--- config.mk ---
export PLATFORM = sky130hd
export DESIGN_NAME = acrm_register_bank
export DESIGN_NICKNAME = d
export VERILOG_FILES = /design/src/verilog/acrm_pkg.sv /design/src/verilog/acrm_register_bank.sv
export SDC_FILE = /design/constraint.sdc
export NUM_CORES = 2
export LEC_CHECK = 0
export BUFFER_PORTS_ARGS = -buffer_cell sky130_fd_sc_hd__buf_4
export CAP_MARGIN = 10
export CORE_MARGIN = 4
export CORE_UTILIZATION = 35
export DETAILED_ROUTE_END_ITERATION = 16
export GPL_ROUTABILITY_DRIVEN = 1
export SETUP_SLACK_MARGIN = 0.5
export SYNTH_ARGS = -nofsm -noshare
export SYNTH_HDL_FRONTEND = slang
export SYNTH_SLANG_ARGS = --single-unit
--- constraint.sdc ---
create_clock -name core_clk_i -period 31.7 [get_ports core_clk_i]
set_input_delay 4.755 -clock core_clk_i [delete_from_list [all_inputs] [get_ports core_clk_i]]
set_output_delay 4.755 -clock core_clk_i [all_outputs]
set_load 0.02 [all_outputs]
--- src/verilog/acrm_pkg.sv ---
// Shared constants and types of the converter register bank
package acrm_pkg;
   localparam int         REG_COUNT        = 16;
   localparam int         DATA_W           = 32;
   localparam int         FIELD_W          = 24;
   localparam logic [3:0] ADDR_RESULT      = 4'h0;
   localparam logic [3:0] ADDR_CFG0        = 4'h1;
   localparam logic [3:0] ADDR_CFG1        = 4'h2;
   localparam logic [3:0] ADDR_CFG2        = 4'h3;
   localparam logic [3:0] ADDR_CFG3        = 4'h4;
   localparam logic [3:0] ADDR_EVENT       = 4'h5;
   localparam logic [3:0] ADDR_INPUT_SEL   = 4'h6;
   localparam logic [3:0] ADDR_SEQ_SETUP   = 4'h7;
   localparam logic [3:0] ADDR_SEQ_DELAY   = 4'h8;
   localparam logic [3:0] ADDR_OFFSET_CORR = 4'h9;
   localparam logic [3:0] ADDR_GAIN_CORR   = 4'ha;
   localparam logic [3:0] ADDR_SPARE_B     = 4'hb;
   localparam logic [3:0] ADDR_SPARE_C     = 4'hc;
   localparam logic [3:0] ADDR_WR_KEY      = 4'hd;
   localparam logic [3:0] ADDR_SPARE_E     = 4'he;
   localparam logic [3:0] ADDR_CHECKSUM    = 4'hf;
   // Widths in bits of each slot; slot 0 is sized by the output format
   localparam logic [5:0] RF_WIDTH [REG_COUNT] = '{
      6'h20, 6'h08, 6'h08, 6'h08, 6'h08, 6'h08, 6'h08, 6'h18,
      6'h18, 6'h18, 6'h18, 6'h18, 6'h08, 6'h08, 6'h10, 6'h10};
   localparam logic [23:0] RF_RESET [REG_COUNT] = '{
      24'h000000, 24'h0000c0, 24'h00000c, 24'h00008b, 24'h000000, 24'h000000,
      24'h000000, 24'h000000, 24'h000000, 24'h000000, 24'h000000, 24'h000000,
      24'h000000, 24'h000000, 24'h000000, 24'h000000};
   localparam logic [5:0] WIDTH_RAW        = 6'h04;
   localparam logic [5:0] WIDTH_16         = 6'h10;
   localparam logic [5:0] WIDTH_32         = 6'h20;
   // Field positions
   localparam int         OPMODE_LSB       = 0;
   localparam int         BIAS_LSB         = 2;
   localparam int         CLKSEL_LSB       = 4;
   localparam int         FORCE_LSB        = 6;
   localparam int         GAIN_EN_BIT      = 0;
   localparam int         OFFSET_EN_BIT    = 1;
   localparam int         FMT_LSB          = 4;
   localparam int         CONVERSION_MODE_SEL_LSB    = 6;
   localparam int         RAW_MODE_BIT     = 3;
   localparam int         CORR_LSB         = 8;
   localparam int         GAIN_FRAC        = 15;
   // Field codes
   localparam logic [1:0] OPMODE_CONV      = 2'h3;
   localparam logic [1:0] OPMODE_STANDBY   = 2'h2;
   localparam logic [1:0] OPMODE_SHUTDOWN  = 2'h0;
   localparam logic [1:0] CLKSEL_INT       = 2'h2;
   localparam logic [1:0] CLKSEL_INT_OUT   = 2'h3;
   localparam logic [1:0] FMT_16           = 2'h0;
   localparam logic [1:0] FMT_32_LEFT      = 2'h1;
   localparam logic [1:0] FMT_32_SIGN      = 2'h2;
   localparam logic [1:0] FMT_32_CHANNEL_IDENTIFIER      = 2'h3;
   localparam logic [1:0] CONV_CONTINUOUS  = 2'h3;
   localparam logic [1:0] CONV_TO_STANDBY  = 2'h2;
   // Serial command byte: address in bits 5-2, access type in bits 1-0
   localparam logic [5:0] CMD_LAST_BIT     = 6'h07;
   localparam int         CMD_ADDR_LSB     = 2;
   localparam logic [1:0] CMD_WRITE        = 2'h2;
   localparam logic [1:0] CMD_READ         = 2'h3;
   localparam logic [15:0] CRC_POLY        = 16'h8005;
   localparam logic [15:0] CRC_INIT        = 16'hffff;
   localparam logic [7:0] WR_KEY_DEFAULT   = 8'ha5;

   typedef struct packed {
      logic [15:0] code;
      logic [3:0]  channel_identifier;
      logic [3:0]  raw_modulator_output;
   } acrm_sample_type;

   typedef enum logic [1:0] {
      ACRM_IDLE = 2'b00,
      ACRM_CMD  = 2'b01,
      ACRM_DATA = 2'b11,
      ACRM_HALT = 2'b10
   } acrm_state_type;
endpackage

--- src/verilog/acrm_register_bank.sv ---
// Register bank and mode control of a delta-sigma converter behind its serial port
// How it works
// - Sixteen volatile registers, reached one after another with address auto-increment.
// - Slot 0 is read-only result, 16 or 32 bits by format, 4 in raw mode.
// - Slot 1 is 8-bit read/write: operating mode, clock source, bias current.
// - Slots 2 to 4 are 8-bit read/write configuration bytes.
// - Slot 5 is 8-bit read/write event status and control.
// - Slot 6 is 8-bit read/write input selection.
// - Slots 7 and 8 are 24-bit read/write sequencer setup and cycle delay.
// - Slots 9 and 10 are 24-bit offset and gain correction values.
// - Slot 13 is an 8-bit key; a wrong key locks serial writes to every slot except the key slot itself.
// - Slot 15 is read-only 16-bit checksum over the configuration.
// - Result gets offset and gain correction when their enables are set.
// - Result holds the newest conversion, refreshed on each data-ready seen while the clock enable is high.
// - Result is captured as the last bit of each read command byte arrives.
// - Captured copy is a second buffer so a new conversion never tears a word being read.
// - Raw mode shrinks the result to the four modulator comparator bits.
// - Bits 7-6 of slot 1 are inert unless the whole byte is zero: full shutdown.
// - Clock code 10 selects internal oscillator, no clock out; 0x external.
// - Bias code 10 is 3.7 uA, 01 is 0.9 uA, 00 none.
// - Mode 11 converts, 10 standby, 01 and 00 shut down.
// - Conversion mode 11 runs on; 10 ends in standby, 0x in shutdown.
// - Format 00 16-bit, 01 left-justified clamped, 10 sign-extended, 11 with channel id.
`timescale 1ns/1ps
module acrm_register_bank #(
   parameter logic [7:0] WR_KEY = acrm_pkg::WR_KEY_DEFAULT
) (
   input  wire logic                      core_clk_i,
   input  wire logic                      rst_i,
   input  wire logic                      clk_en_i,
   input  wire logic                      spi_cs_n_i,
   input  wire logic                      spi_sck_i,
   input  wire logic                      spi_mosi_i,
   input  wire logic                      data_ready_i,
   input  wire acrm_pkg::acrm_sample_type sample_i,
   input  wire logic                      conv_done_i,
   output logic                           spi_miso_o,
   output logic                           spi_miso_oe_o,
   output logic [1:0]                     op_mode_o,
   output logic                           full_shutdown_o,
   output logic                           internal_osc_o,
   output logic                           clk_out_en_o,
   output logic [1:0]                     bias_sel_o,
   output logic                           raw_mode_o,
   output logic                           write_locked_o
);
   logic [23:0]              rf_reg [acrm_pkg::REG_COUNT];
   logic [31:0]              result_reg;
   logic [31:0]              result_cap_reg;
   logic [15:0]              checksum_reg;
   logic [2:0]               sck_sync_reg;
   logic [1:0]               cs_sync_reg;
   logic [1:0]               mosi_sync_reg;
   acrm_pkg::acrm_state_type state_reg;
   logic [5:0]               bit_cnt_reg;
   logic [3:0]               addr_reg;
   logic                     is_write_reg;
   logic                     load_pending_reg;
   logic [31:0]              rx_reg;
   logic [31:0]              tx_reg;
   logic                     miso_reg;
   logic                     miso_oe_reg;

   logic                     sck_rise;
   logic                     sck_fall;
   logic                     cs_n_s;
   logic                     mosi_s;
   logic [7:0]               cmd_byte;
   logic [1:0]               fmt;
   logic                     raw_mode;
   logic [5:0]               cur_width;
   logic [31:0]              cur_value;
   logic [31:0]              load_word;
   logic [31:0]              wr_data;
   logic                     wr_fire;
   logic                     wr_ok;
   logic [23:0]              wr_mask;
   logic signed [18:0]       corr;
   logic signed [35:0]       prod;
   logic [15:0]              sat16;
   logic [16:0]              sat17;
   logic [31:0]              result_word;
   logic [15:0]              crc_calc;
   logic                     crc_fb;

   assign spi_miso_o    = miso_reg;
   assign spi_miso_oe_o = miso_oe_reg;

   assign cs_n_s   = cs_sync_reg[1];
   assign mosi_s   = mosi_sync_reg[1];
   assign sck_rise = sck_sync_reg[1] & ~sck_sync_reg[2];
   assign sck_fall = ~sck_sync_reg[1] & sck_sync_reg[2];
   assign cmd_byte = {rx_reg[6:0], mosi_s};
   assign wr_data  = {rx_reg[30:0], mosi_s};
   assign fmt      = rf_reg[acrm_pkg::ADDR_CFG3][acrm_pkg::FMT_LSB +: 2];
   assign raw_mode = rf_reg[acrm_pkg::ADDR_EVENT][acrm_pkg::RAW_MODE_BIT];

   // Pin synchronisers
   always_ff @(posedge core_clk_i) begin
      if (rst_i) begin
         sck_sync_reg  <= 3'h0;
         cs_sync_reg   <= 2'h3;
         mosi_sync_reg <= 2'h0;
      end else if (clk_en_i) begin
         sck_sync_reg  <= {sck_sync_reg[1:0], spi_sck_i};
         cs_sync_reg   <= {cs_sync_reg[0], spi_cs_n_i};
         mosi_sync_reg <= {mosi_sync_reg[0], spi_mosi_i};
      end
   end

   // Width and value of the slot under the pointer
   always_comb begin
      cur_width = acrm_pkg::RF_WIDTH[addr_reg];
      cur_value = {8'h00, rf_reg[addr_reg]};
      if (addr_reg == acrm_pkg::ADDR_RESULT) begin
         if (raw_mode) begin
            cur_width = acrm_pkg::WIDTH_RAW;
         end else if (fmt == acrm_pkg::FMT_16) begin
            cur_width = acrm_pkg::WIDTH_16;
         end else begin
            cur_width = acrm_pkg::WIDTH_32;
         end
         cur_value = result_cap_reg;
      end else if (addr_reg == acrm_pkg::ADDR_CHECKSUM) begin
         cur_value = {16'h0000, checksum_reg};
      end
      load_word = cur_value << (acrm_pkg::WIDTH_32 - cur_width);
   end

   // Write decode: key slot always writable, others only with the key in place
   always_comb begin
      wr_fire = (state_reg == acrm_pkg::ACRM_DATA) && is_write_reg && sck_rise
                && (bit_cnt_reg == cur_width - 6'h01);
      wr_ok   = (addr_reg == acrm_pkg::ADDR_WR_KEY)
                || (rf_reg[acrm_pkg::ADDR_WR_KEY][7:0] == WR_KEY);
      wr_mask = 24'(~(32'hffffffff << cur_width));
   end

   // Serial command and data engine, mode 0,0
   // Command bits 5-2 carry the slot, bits 1-0 the access type
   // A slot cut short by chip-select rising is dropped, never half written
   // Read data launches on the synced clock fall, so it is settled before the next rise
   always_ff @(posedge core_clk_i) begin
      if (rst_i) begin
         state_reg        <= acrm_pkg::ACRM_IDLE;
         bit_cnt_reg      <= 6'h00;
         addr_reg         <= 4'h0;
         is_write_reg     <= 1'b0;
         load_pending_reg <= 1'b0;
         rx_reg           <= 32'h00000000;
         tx_reg           <= 32'h00000000;
         miso_reg         <= 1'b0;
         miso_oe_reg      <= 1'b0;
         result_cap_reg   <= 32'h00000000;
      end else if (clk_en_i) begin
         miso_oe_reg <= ~cs_n_s && (state_reg == acrm_pkg::ACRM_DATA) && ~is_write_reg;
         if (cs_n_s) begin
            state_reg        <= acrm_pkg::ACRM_IDLE;
            bit_cnt_reg      <= 6'h00;
            load_pending_reg <= 1'b0;
            miso_reg         <= 1'b0;
         end else begin
            unique case (state_reg)
               acrm_pkg::ACRM_IDLE: begin
                  state_reg   <= acrm_pkg::ACRM_CMD;
                  bit_cnt_reg <= 6'h00;
               end
               acrm_pkg::ACRM_CMD: begin
                  if (sck_rise) begin
                     rx_reg      <= wr_data;
                     bit_cnt_reg <= bit_cnt_reg + 6'h01;
                     if (bit_cnt_reg == acrm_pkg::CMD_LAST_BIT) begin
                        bit_cnt_reg <= 6'h00;
                        addr_reg    <= cmd_byte[acrm_pkg::CMD_ADDR_LSB +: 4];
                        if (cmd_byte[1:0] == acrm_pkg::CMD_READ) begin
                           state_reg        <= acrm_pkg::ACRM_DATA;
                           is_write_reg     <= 1'b0;
                           load_pending_reg <= 1'b1;
                           result_cap_reg   <= result_reg;
                        end else if (cmd_byte[1:0] == acrm_pkg::CMD_WRITE) begin
                           state_reg    <= acrm_pkg::ACRM_DATA;
                           is_write_reg <= 1'b1;
                        end else begin
                           state_reg <= acrm_pkg::ACRM_HALT;
                        end
                     end
                  end
               end
               acrm_pkg::ACRM_DATA: begin
                  if (sck_rise) begin
                     rx_reg <= wr_data;
                     if (bit_cnt_reg == cur_width - 6'h01) begin
                        bit_cnt_reg      <= 6'h00;
                        addr_reg         <= addr_reg + 4'h1;
                        load_pending_reg <= ~is_write_reg;
                     end else begin
                        bit_cnt_reg <= bit_cnt_reg + 6'h01;
                     end
                  end
                  if (sck_fall && ~is_write_reg) begin
                     if (load_pending_reg) begin
                        tx_reg           <= load_word << 1;
                        miso_reg         <= load_word[31];
                        load_pending_reg <= 1'b0;
                     end else begin
                        tx_reg   <= tx_reg << 1;
                        miso_reg <= tx_reg[31];
                     end
                  end
               end
               acrm_pkg::ACRM_HALT: begin
                  miso_reg <= 1'b0;
               end
            endcase
         end
      end
   end

   // Register file; end-of-conversion mode update overrides a host write
   always_ff @(posedge core_clk_i) begin
      if (rst_i) begin
         for (int i = 0; i < acrm_pkg::REG_COUNT; i++) begin
            rf_reg[i] <= acrm_pkg::RF_RESET[i];
         end
      end else if (clk_en_i) begin
         if (wr_fire && wr_ok && (addr_reg != acrm_pkg::ADDR_RESULT)
             && (addr_reg != acrm_pkg::ADDR_CHECKSUM)) begin
            rf_reg[addr_reg] <= wr_data[23:0] & wr_mask;
         end
         if (conv_done_i
             && (rf_reg[acrm_pkg::ADDR_CFG0][acrm_pkg::OPMODE_LSB +: 2] == acrm_pkg::OPMODE_CONV)
             && (rf_reg[acrm_pkg::ADDR_CFG3][acrm_pkg::CONVERSION_MODE_SEL_LSB +: 2]
                 != acrm_pkg::CONV_CONTINUOUS)) begin
            if (rf_reg[acrm_pkg::ADDR_CFG3][acrm_pkg::CONVERSION_MODE_SEL_LSB +: 2]
                == acrm_pkg::CONV_TO_STANDBY) begin
               rf_reg[acrm_pkg::ADDR_CFG0][acrm_pkg::OPMODE_LSB +: 2] <=
                  acrm_pkg::OPMODE_STANDBY;
            end else begin
               rf_reg[acrm_pkg::ADDR_CFG0][acrm_pkg::OPMODE_LSB +: 2] <=
                  acrm_pkg::OPMODE_SHUTDOWN;
            end
         end
      end
   end

   // Corrected and formatted conversion word
   // Offset is added before the gain product; both saturate at the end
   always_comb begin
      corr = 19'(signed'(sample_i.code));
      prod = 36'sh0;
      if (rf_reg[acrm_pkg::ADDR_CFG3][acrm_pkg::OFFSET_EN_BIT]) begin
         corr = corr + 19'(signed'(rf_reg[acrm_pkg::ADDR_OFFSET_CORR][acrm_pkg::CORR_LSB +: 16]));
      end
      if (rf_reg[acrm_pkg::ADDR_CFG3][acrm_pkg::GAIN_EN_BIT]) begin
         prod = 36'(corr) * 36'(signed'({1'b0,
                rf_reg[acrm_pkg::ADDR_GAIN_CORR][acrm_pkg::CORR_LSB +: 16]}));
         corr = 19'(prod >>> acrm_pkg::GAIN_FRAC);
      end
      if (corr > 19'sh07fff) begin
         sat16 = 16'h7fff;
      end else if (corr < -19'sh08000) begin
         sat16 = 16'h8000;
      end else begin
         sat16 = corr[15:0];
      end
      if (corr > 19'sh0ffff) begin
         sat17 = 17'h0ffff;
      end else if (corr < -19'sh10000) begin
         sat17 = 17'h10000;
      end else begin
         sat17 = corr[16:0];
      end
      unique case (fmt)
         acrm_pkg::FMT_16:      result_word = {16'h0000, sat16};
         acrm_pkg::FMT_32_LEFT: result_word = {sat16, 16'h0000};
         acrm_pkg::FMT_32_SIGN: result_word = {{15{sat17[16]}}, sat17};
         acrm_pkg::FMT_32_CHANNEL_IDENTIFIER: result_word = {sample_i.channel_identifier,
                                               {11{sat17[16]}}, sat17};
      endcase
      if (raw_mode) begin
         result_word = {28'h0000000, sample_i.raw_modulator_output};
      end
   end

   // Latest result; a read in progress shifts the captured copy instead,
   // so a refresh here never tears a word on the wire
   always_ff @(posedge core_clk_i) begin
      if (rst_i) begin
         result_reg <= 32'h00000000;
      end else if (clk_en_i && data_ready_i) begin
         result_reg <= result_word;
      end
   end

   // Configuration checksum over slots 1 to 13
   // Recomputed every cycle; the registered copy settles one cycle after a write
   always_comb begin
      crc_calc = acrm_pkg::CRC_INIT;
      crc_fb   = 1'b0;
      for (int a = 1; a <= 13; a++) begin
         for (int b = acrm_pkg::FIELD_W - 1; b >= 0; b--) begin
            crc_fb   = crc_calc[15] ^ rf_reg[a][b];
            crc_calc = {crc_calc[14:0], 1'b0} ^ (crc_fb ? acrm_pkg::CRC_POLY : 16'h0000);
         end
      end
   end

   always_ff @(posedge core_clk_i) begin
      if (rst_i) begin
         checksum_reg <= 16'h0000;
      end else if (clk_en_i) begin
         checksum_reg <= crc_calc;
      end
   end

   // Decoded mode outputs
   // Each lags the register file by one cycle so every output leaves a flip-flop
   // Writes stay locked out of reset until the host loads the key
   always_ff @(posedge core_clk_i) begin
      if (rst_i) begin
         op_mode_o       <= acrm_pkg::OPMODE_SHUTDOWN;
         full_shutdown_o <= 1'b0;
         internal_osc_o  <= 1'b0;
         clk_out_en_o    <= 1'b0;
         bias_sel_o      <= 2'h0;
         raw_mode_o      <= 1'b0;
         write_locked_o  <= 1'b1;
      end else if (clk_en_i) begin
         op_mode_o       <= rf_reg[acrm_pkg::ADDR_CFG0][acrm_pkg::OPMODE_LSB +: 2];
         full_shutdown_o <= (rf_reg[acrm_pkg::ADDR_CFG0][7:0] == 8'h00);
         internal_osc_o  <= rf_reg[acrm_pkg::ADDR_CFG0][acrm_pkg::CLKSEL_LSB + 1];
         clk_out_en_o    <= (rf_reg[acrm_pkg::ADDR_CFG0][acrm_pkg::CLKSEL_LSB +: 2]
                             == acrm_pkg::CLKSEL_INT_OUT);
         bias_sel_o      <= rf_reg[acrm_pkg::ADDR_CFG0][acrm_pkg::BIAS_LSB +: 2];
         raw_mode_o      <= raw_mode;
         write_locked_o  <= (rf_reg[acrm_pkg::ADDR_WR_KEY][7:0] != WR_KEY);
      end
   end
endmodule

**Yosys cells after proc, flatten, opt, wreduce, memory -nomap -nowiden**

Memory sizes are Yosys's and may differ from the RTL's. A register that Yosys moved wholly into a read port is not among the register bits.
Index checks and enable logic that the tools add are counted.

- Register bits after elaboration: 167
- Bits in writable memories: 384
- ROM bits: 96
- Input port bits: 32
- Output and inout port bits: 11
- Logic and storage cells: 1131
- Memories: 2

Memories:

| memory | words | bits a word | rd ports | clocked after memory_dff | wr ports | RTL line | text |
|---|---|---|---|---|---|---|---|
| rf_reg | 16 | 24 | 14 | 1 | 16 | acrm_register_bank.sv:47 | `logic [23:0] rf_reg [acrm_pkg::REG_COUNT];` |
| (no name shown) | 16 | 6 | 1 | 0 | 0 | acrm_register_bank.sv:113 | `cur_width = acrm_pkg::RF_WIDTH[addr_reg];` |

- Add/sub/neg operators: 5
- Multipliers: 1
- Order comparisons: 5
- Equal/unequal tests: 30
- Shift operators: 2
- Mux-type cells: 383
- Bitwise logic cells: 646
- Reduce and logical (&&, ||, !) cells: 35

Operator list:

| operator | number |
|---|---|
| 2-to-1 mux 16 bit | 314 |
| XOR 16 bit | 311 |
| XOR 1 bit | 311 |
| case mux 32 bit (4 select lines) | 1 |
| 2-to-1 mux 32 bit | 3 |
| 2-to-1 mux 6 bit | 10 |
| 2-to-1 mux 24 bit | 2 |
| 2-to-1 mux 19 bit | 2 |
| multiplier 19 x 17 -> 34 bit | 1 |
| 2-to-1 mux 17 bit | 2 |
| << shifter 32 x 6 -> 24 bit (first input constant) | 1 |
| << shifter 32 x 6 -> 32 bit | 1 |
| 2-to-1 mux 1 bit | 31 |
| 2-to-1 mux 4 bit | 7 |
| bitwise AND 24 bit | 1 |
| inverter 24 bit | 1 |
| OR reduction 24 bit | 1 |
| > comparator 19 x 16 -> 1 bit (second input constant) | 1 |
| > comparator 19 x 17 -> 1 bit (second input constant) | 1 |
| less-than comparator 19 x 16 -> 1 bit (second input constant) | 1 |
| less-than comparator 19 x 17 -> 1 bit (second input constant) | 1 |
| equality test 2 bit (second input constant) | 9 |
| case mux 6 bit (3 select lines) | 1 |
| adder 16 x 16 -> 17 bit | 1 |
| 40 further kinds | 92 |

**Depth between registers and ports, before layout**

An unclocked memory read counts as a cell.

- Word-level depth: 936
- Mapped depth: 47

**Least setup slack after synthesis**

Ideal clock, no wire load.

- Kind: input-to-reg
- From: in sample_i[8] (netlist name)
- To: reg result_reg[16]
- Library setup time: 0.074 ns
- Arrival time: 14.521 ns
- Required time: 31.626 ns
- Setup slack: 17.105 ns
- Cell stages on the path: 45
- Path buffers: 2
- Path through: ha_1 fa_1 a21oi_1 nor2_1 nor2_1 o21bai_1 a21oi_1 o21bai_1 a21oi_1 o21bai_1 a21oi_1 o21bai_1 a21oi_1 xnor2_1 mux2_2 clkbuf_1 nand2_1 fa_1 (+9 left out) fa_1 ha_1 a21oi_1 o21bai_1 a21oi_1 o21bai_1 a21o_1 a21oi_1 o21bai_1 a21oi_1 o21ai_0 a211o_1 a221oi_1 o21ai_1 a31oi_1 clkbuf_1 o2111ai_1 a31oi_1

- Longest elaborated chain between the ends: 9
- Elaborated cells on any way between the ends: 14

RTL lines:

| what | RTL line | text |
|---|---|---|
| start, declared | acrm_register_bank.sv:35 | `input wire acrm_pkg::acrm_sample_type sample_i,` |
| adder 16 x 16 -> 17 bit | acrm_register_bank.sv:252 | `corr = corr + 19'(signed'(rf_reg[acrm_pkg::ADDR_OFFSET_CORR][acrm_pkg::CORR_LSB +: 16]));` |
| 2-to-1 mux 19 bit (*) | acrm_register_bank.sv:251 | `if (rf_reg[acrm_pkg::ADDR_CFG3][acrm_pkg::OFFSET_EN_BIT]) begin` |
| multiplier 19 x 17 -> 34 bit | acrm_register_bank.sv:255 | `prod = 36'(corr) * 36'(signed'({1'b0,` |
| 2-to-1 mux 19 bit (*) | acrm_register_bank.sv:254 | `if (rf_reg[acrm_pkg::ADDR_CFG3][acrm_pkg::GAIN_EN_BIT]) begin` |
| less-than comparator 19 x 17 -> 1 bit or less-than comparator 19 x 16 -> 1 bit (tied branches) | acrm_register_bank.sv:268, acrm_register_bank.sv:261 |  |
| 2-to-1 mux 17 bit or 2-to-1 mux 16 bit (tied branches) | acrm_register_bank.sv:268, acrm_register_bank.sv:261 |  |
| 2-to-1 mux 17 bit or 2-to-1 mux 16 bit (tied branches) | acrm_register_bank.sv:266, acrm_register_bank.sv:259 |  |
| case mux 32 bit (4 select lines) (*) | acrm_register_bank.sv:273 | `unique case (fmt)` |
| 2-to-1 mux 32 bit (*) | acrm_register_bank.sv:280 | `if (raw_mode) begin` |
| end signal, assigned | acrm_register_bank.sv:291 | `result_reg <= result_word;` |
| end, declared | acrm_register_bank.sv:48 | `logic [31:0] result_reg;` |

Every way passes the cells marked *; elsewhere a longest branch is shown, timed or not.
A chain may end at the register's enable or synchronous reset.

**Final worst setup path**

- From: in sample_i[8] (netlist name)
- To: reg result_reg[21]

Same word-level chain as after synthesis.

==> out/metrics.json <==
{
  "design.core.area_mm2": 0.124,
  "cell_type_with_the_largest_total_area_after_synthesis": "edfxtp_1",
  "holdCritStartpoint": "result_reg[13]",
  "critical_path.reg2reg.startpoint": "rf_reg[9][8]",
  "cp.buffers_inverters": 6,
  "cts.htree.levels": 3,
  "yosysSeqAreaShare_pct": 34.2,
  "die-area_mm2": 0.130,
  "grt_first_pass_wirelength_um": 208000,
  "route.vias.total": 30300,
  "hp-class": "register to register",
  "route.antenna.remaining_nets": 0,
  "tritoncts_clock_tree": "done",
  "clock_latency_ns": 0.62,
  "synth-compound-area-share_pct": 5.90,
  "drtIter0Drc": 3060,
  "maxSlewViolCount": 0,
  "gp_congestion": 0.961,
  "maxCapViolations": 0,
  "reg_to_reg_endpoint": "result_reg[21]",
  "met3_wirelength_um": 11200,
  "cts_inserted_buffers": 66,
  "timing.critical_path.from_type": "primary input",
  "worstHoldEndpoint": "result_cap_reg[13]",
  "hpwl_um": 107000,
  "postSynth.asyncResetShare_pct": 0,
  "data_arrival_time_at_the_worst_slack_endpoint_ns": 15.96,
  "port-buffer-count": 42,
  "yosysUniqueCellTypes": 74,
  "combinational_family_with_the_most_area_after_synthesis": "XOR/XNOR gates",
  "hold-path-cell-count": 2,
  "synthXorXnorAreaFrac_pct": 20.2,
  "timing.setup.critical_path_class": "primary input to register",
  "routedWlPerCell_um": 24.9,
  "hold_violations": 0,
  "post-route-period-util_pct": 49.0,
  "chipWidth_um": 361,
  "crit_path_end_kind": "register",
  "finalWirelength_um": 142000,
  "cts_resized": 0,
  "totalNegativeSetupSlack_ns": 0,
  "synth.area.top_cells": "edfxtp_1 26%, fa_1 13%, xnor2_1 9.3%",
  "detailroute.wirelength.met2_um": 66000,
  "worst_path_largest_cell_delay_ns": 0.63,
  "pin_count_of_the_biggest_net_entering_global_routing": 72,
  "drtPass1Iterations": 6,
  "worstRegToRegCells": 43,
  "wl_met1_um": 58300,
  "number_of_buffers_added_for_setup_after_cts": 0,
  "critPathTopFamily": "compound AO/OA/AOI/OAI gates",
  "clock_sinks": 554,
  "maxSlewHeadroom_pct": 19.9,
  "final.setup_skew_ns": 0.0297,
  "yosys_register_bits": 554,
  "gr-usage-all-layers_pct": 21.5,
  "synth_top_area_share_pct": 26.4,
  "grt.overflow.total": 0,
  "slowest_stage": "a22oi_1",
  "synthMuxAreaShare_pct": 7.57,
  "netlist_area_mm2": 0.0436,
  "die_h_um": 361,
  "cts_hold_repair.buffers": 0,
  "number_of_antenna_violations_at_the_first_check_in_global_routing": 3,
  "initial_utilization_pct": 35.3,
  "areaGrowthSynthToFinish_pct": 10.0,
  "clk_root_buffer_cell": "clkbuf_16",
  "routed_via_density": 5.32,
  "simple_logic_cell_fraction_of_the_synthesized_area_pct": 11.1,
  "worst-r2r-setup-slack_ns": 19.77,
  "rows": 129,
  "unrepaired_setup_endpoints_after_global_routing": "false",
  "outcome": "complete, no violations",
  "timing.fmax_mhz": 64.3,
  "synth-edff-count": 384,
  "remaining_drc_errors": 0,
  "floorplan.io_pins": 43,
  "dominantRegCellSynth": "edfxtp_1",
  "vias_in_the_first_global_route": 30400,
  "postSynthCellCount": 4014,
  "path_max_fanout": 17,
  "top_layer_used": "met5",
  "drive_gt1_share_pct": 10.5,
  "worst_pin_slew_ns": 1.20,
  "period_needed_ns": 15.55,
  "clkTransAtPathRegs_ns": 0.06,
  "largest_register_ffs": 384,
  "worst-endpoint-required_ns": 32.11,
  "ys.warnings.count": 0,
  "avgSynthCellArea_um2": 10.9,
  "synth_fa_ha_area_share_pct": 15.9,
  "final_net_count": 4433,
  "clockBufferDepth": 3,
  "critical-path-top-cell-by-count": "a21oi_1",
  "final-setup-viol-count": 0
}
## cells in the final DEF (no fill, tap or decap), types with 8 or more instances in the layout
cell       count
a211oi_1      35
a21o_1        14
a21oi_1      152
a221oi_1      27
a22oi_1        9
a31oi_1       16
and2_1       119
and3_1         8
buf_4        104
clkbuf_16     69
clkinv_1      14
clkinv_2      12
conb_1        60
dfxtp_1      167
edfxtp_1     384
fa_1         278
ha_1         110
inv_1        348
mux2_2        23
mux2i_1       34
mux4_2       120
nand2_1      437
nand2b_1      12
nand3_1       34
nor2_1       450
nor2b_1       16
nor3_1        30
o21ai_0       47
o21bai_1      19
o22ai_1       13
o311ai_0       9
xnor2_1      461
xnor2_2       36
xnor3_1       91
xnor3_2        8
xor2_1       142
xor3_1        17
## routing by layer
layer | vias up | global-route usage (%)
met4 | 2 | 8.92
met2 | 1324 | 34.7
met5 | - | 0
met3 | 249 | 3.32
li1 | 13300 | -
met1 | 15500 | 29.1
## worst min-delay path: cells and delay by family, from the launching register on
family             cells  cell delay, ns
DFF                    1            0.31
and+or+nand+nor        1            0.05
AOI/OAI and AO/OA      1            0.05
## cell usage after synthesis (30+ instances only)
library cell / number
nand3_1: 34
inv_1: 348
xnor3_1: 91
mux4_2: 120
and2_1: 119
mux2i_1: 34
xnor2_2: 36
a211oi_1: 35
ha_1: 110
dfxtp_1: 170
clkbuf_1: 213
o21ai_0: 47
a21oi_1: 153
nand2_1: 437
xor2_1: 142
fa_1: 278
nor3_1: 30
edfxtp_1: 384
nor2_1: 451
xnor2_1: 461
## per-stage QoR
stage / utilization, % / area [um^2] / hold WS (ns) / std cells / setup WS (ns)
6_report: 38.8 / 48000 / 0.452 / 5702 / 16.15
5_1_grt: 38.8 / 48000 / 0.473 / 5701 / 15.31
4_1_cts: 38.8 / 48000 / 0.453 / 5701 / 16.29
3_5_place_dp: 37.0 / 45800 / 0.443 / 5582 / 15.73
3_3_place_gp: 37.0 / 45800 / 0.442 / 5582 / 15.93
2_1_floorplan: - / 43900 / 0.425 / 4073 / 17.10
## cell type report
class | count | area [um^2]
Tap cell | 1637 | 2050
Antenna cell | 1 | 2.50
Timing Repair Buffer | 105 | 792
Multi-Input combinational cell | 2935 | 26700
Sequential cell | 554 | 14900
Clock inverter | 41 | 397
Fill cell | 12000 | 75800
Inverter | 351 | 1320
Clock buffer | 78 | 1780
## worst max-delay path by stage
stage	start	to	slack (ns)	depth (start not counted)
after CTS	sample_i[8]	result_reg[21]	16.29	44
after global placement	sample_i[8]	result_reg[21]	15.93	44
after detailed placement	sample_i[8]	result_reg[21]	15.73	44
final	sample_i[8]	result_reg[21]	16.15	44
after global routing	sample_i[8]	result_reg[23]	15.31	44
after floorplan	sample_i[8]	result_reg[16]	17.10	45
## kinds of logic after synthesis
family	Yosys count
fa+ha+maj	388
other cells	1
mux	177
flops	554
buf+inv	584
simple gates	1140
compound gates	401
xor+xnor	769
Power is not shown: default switching activity piles up to over one toggle a cycle in this logic, so the estimate is an artifact.
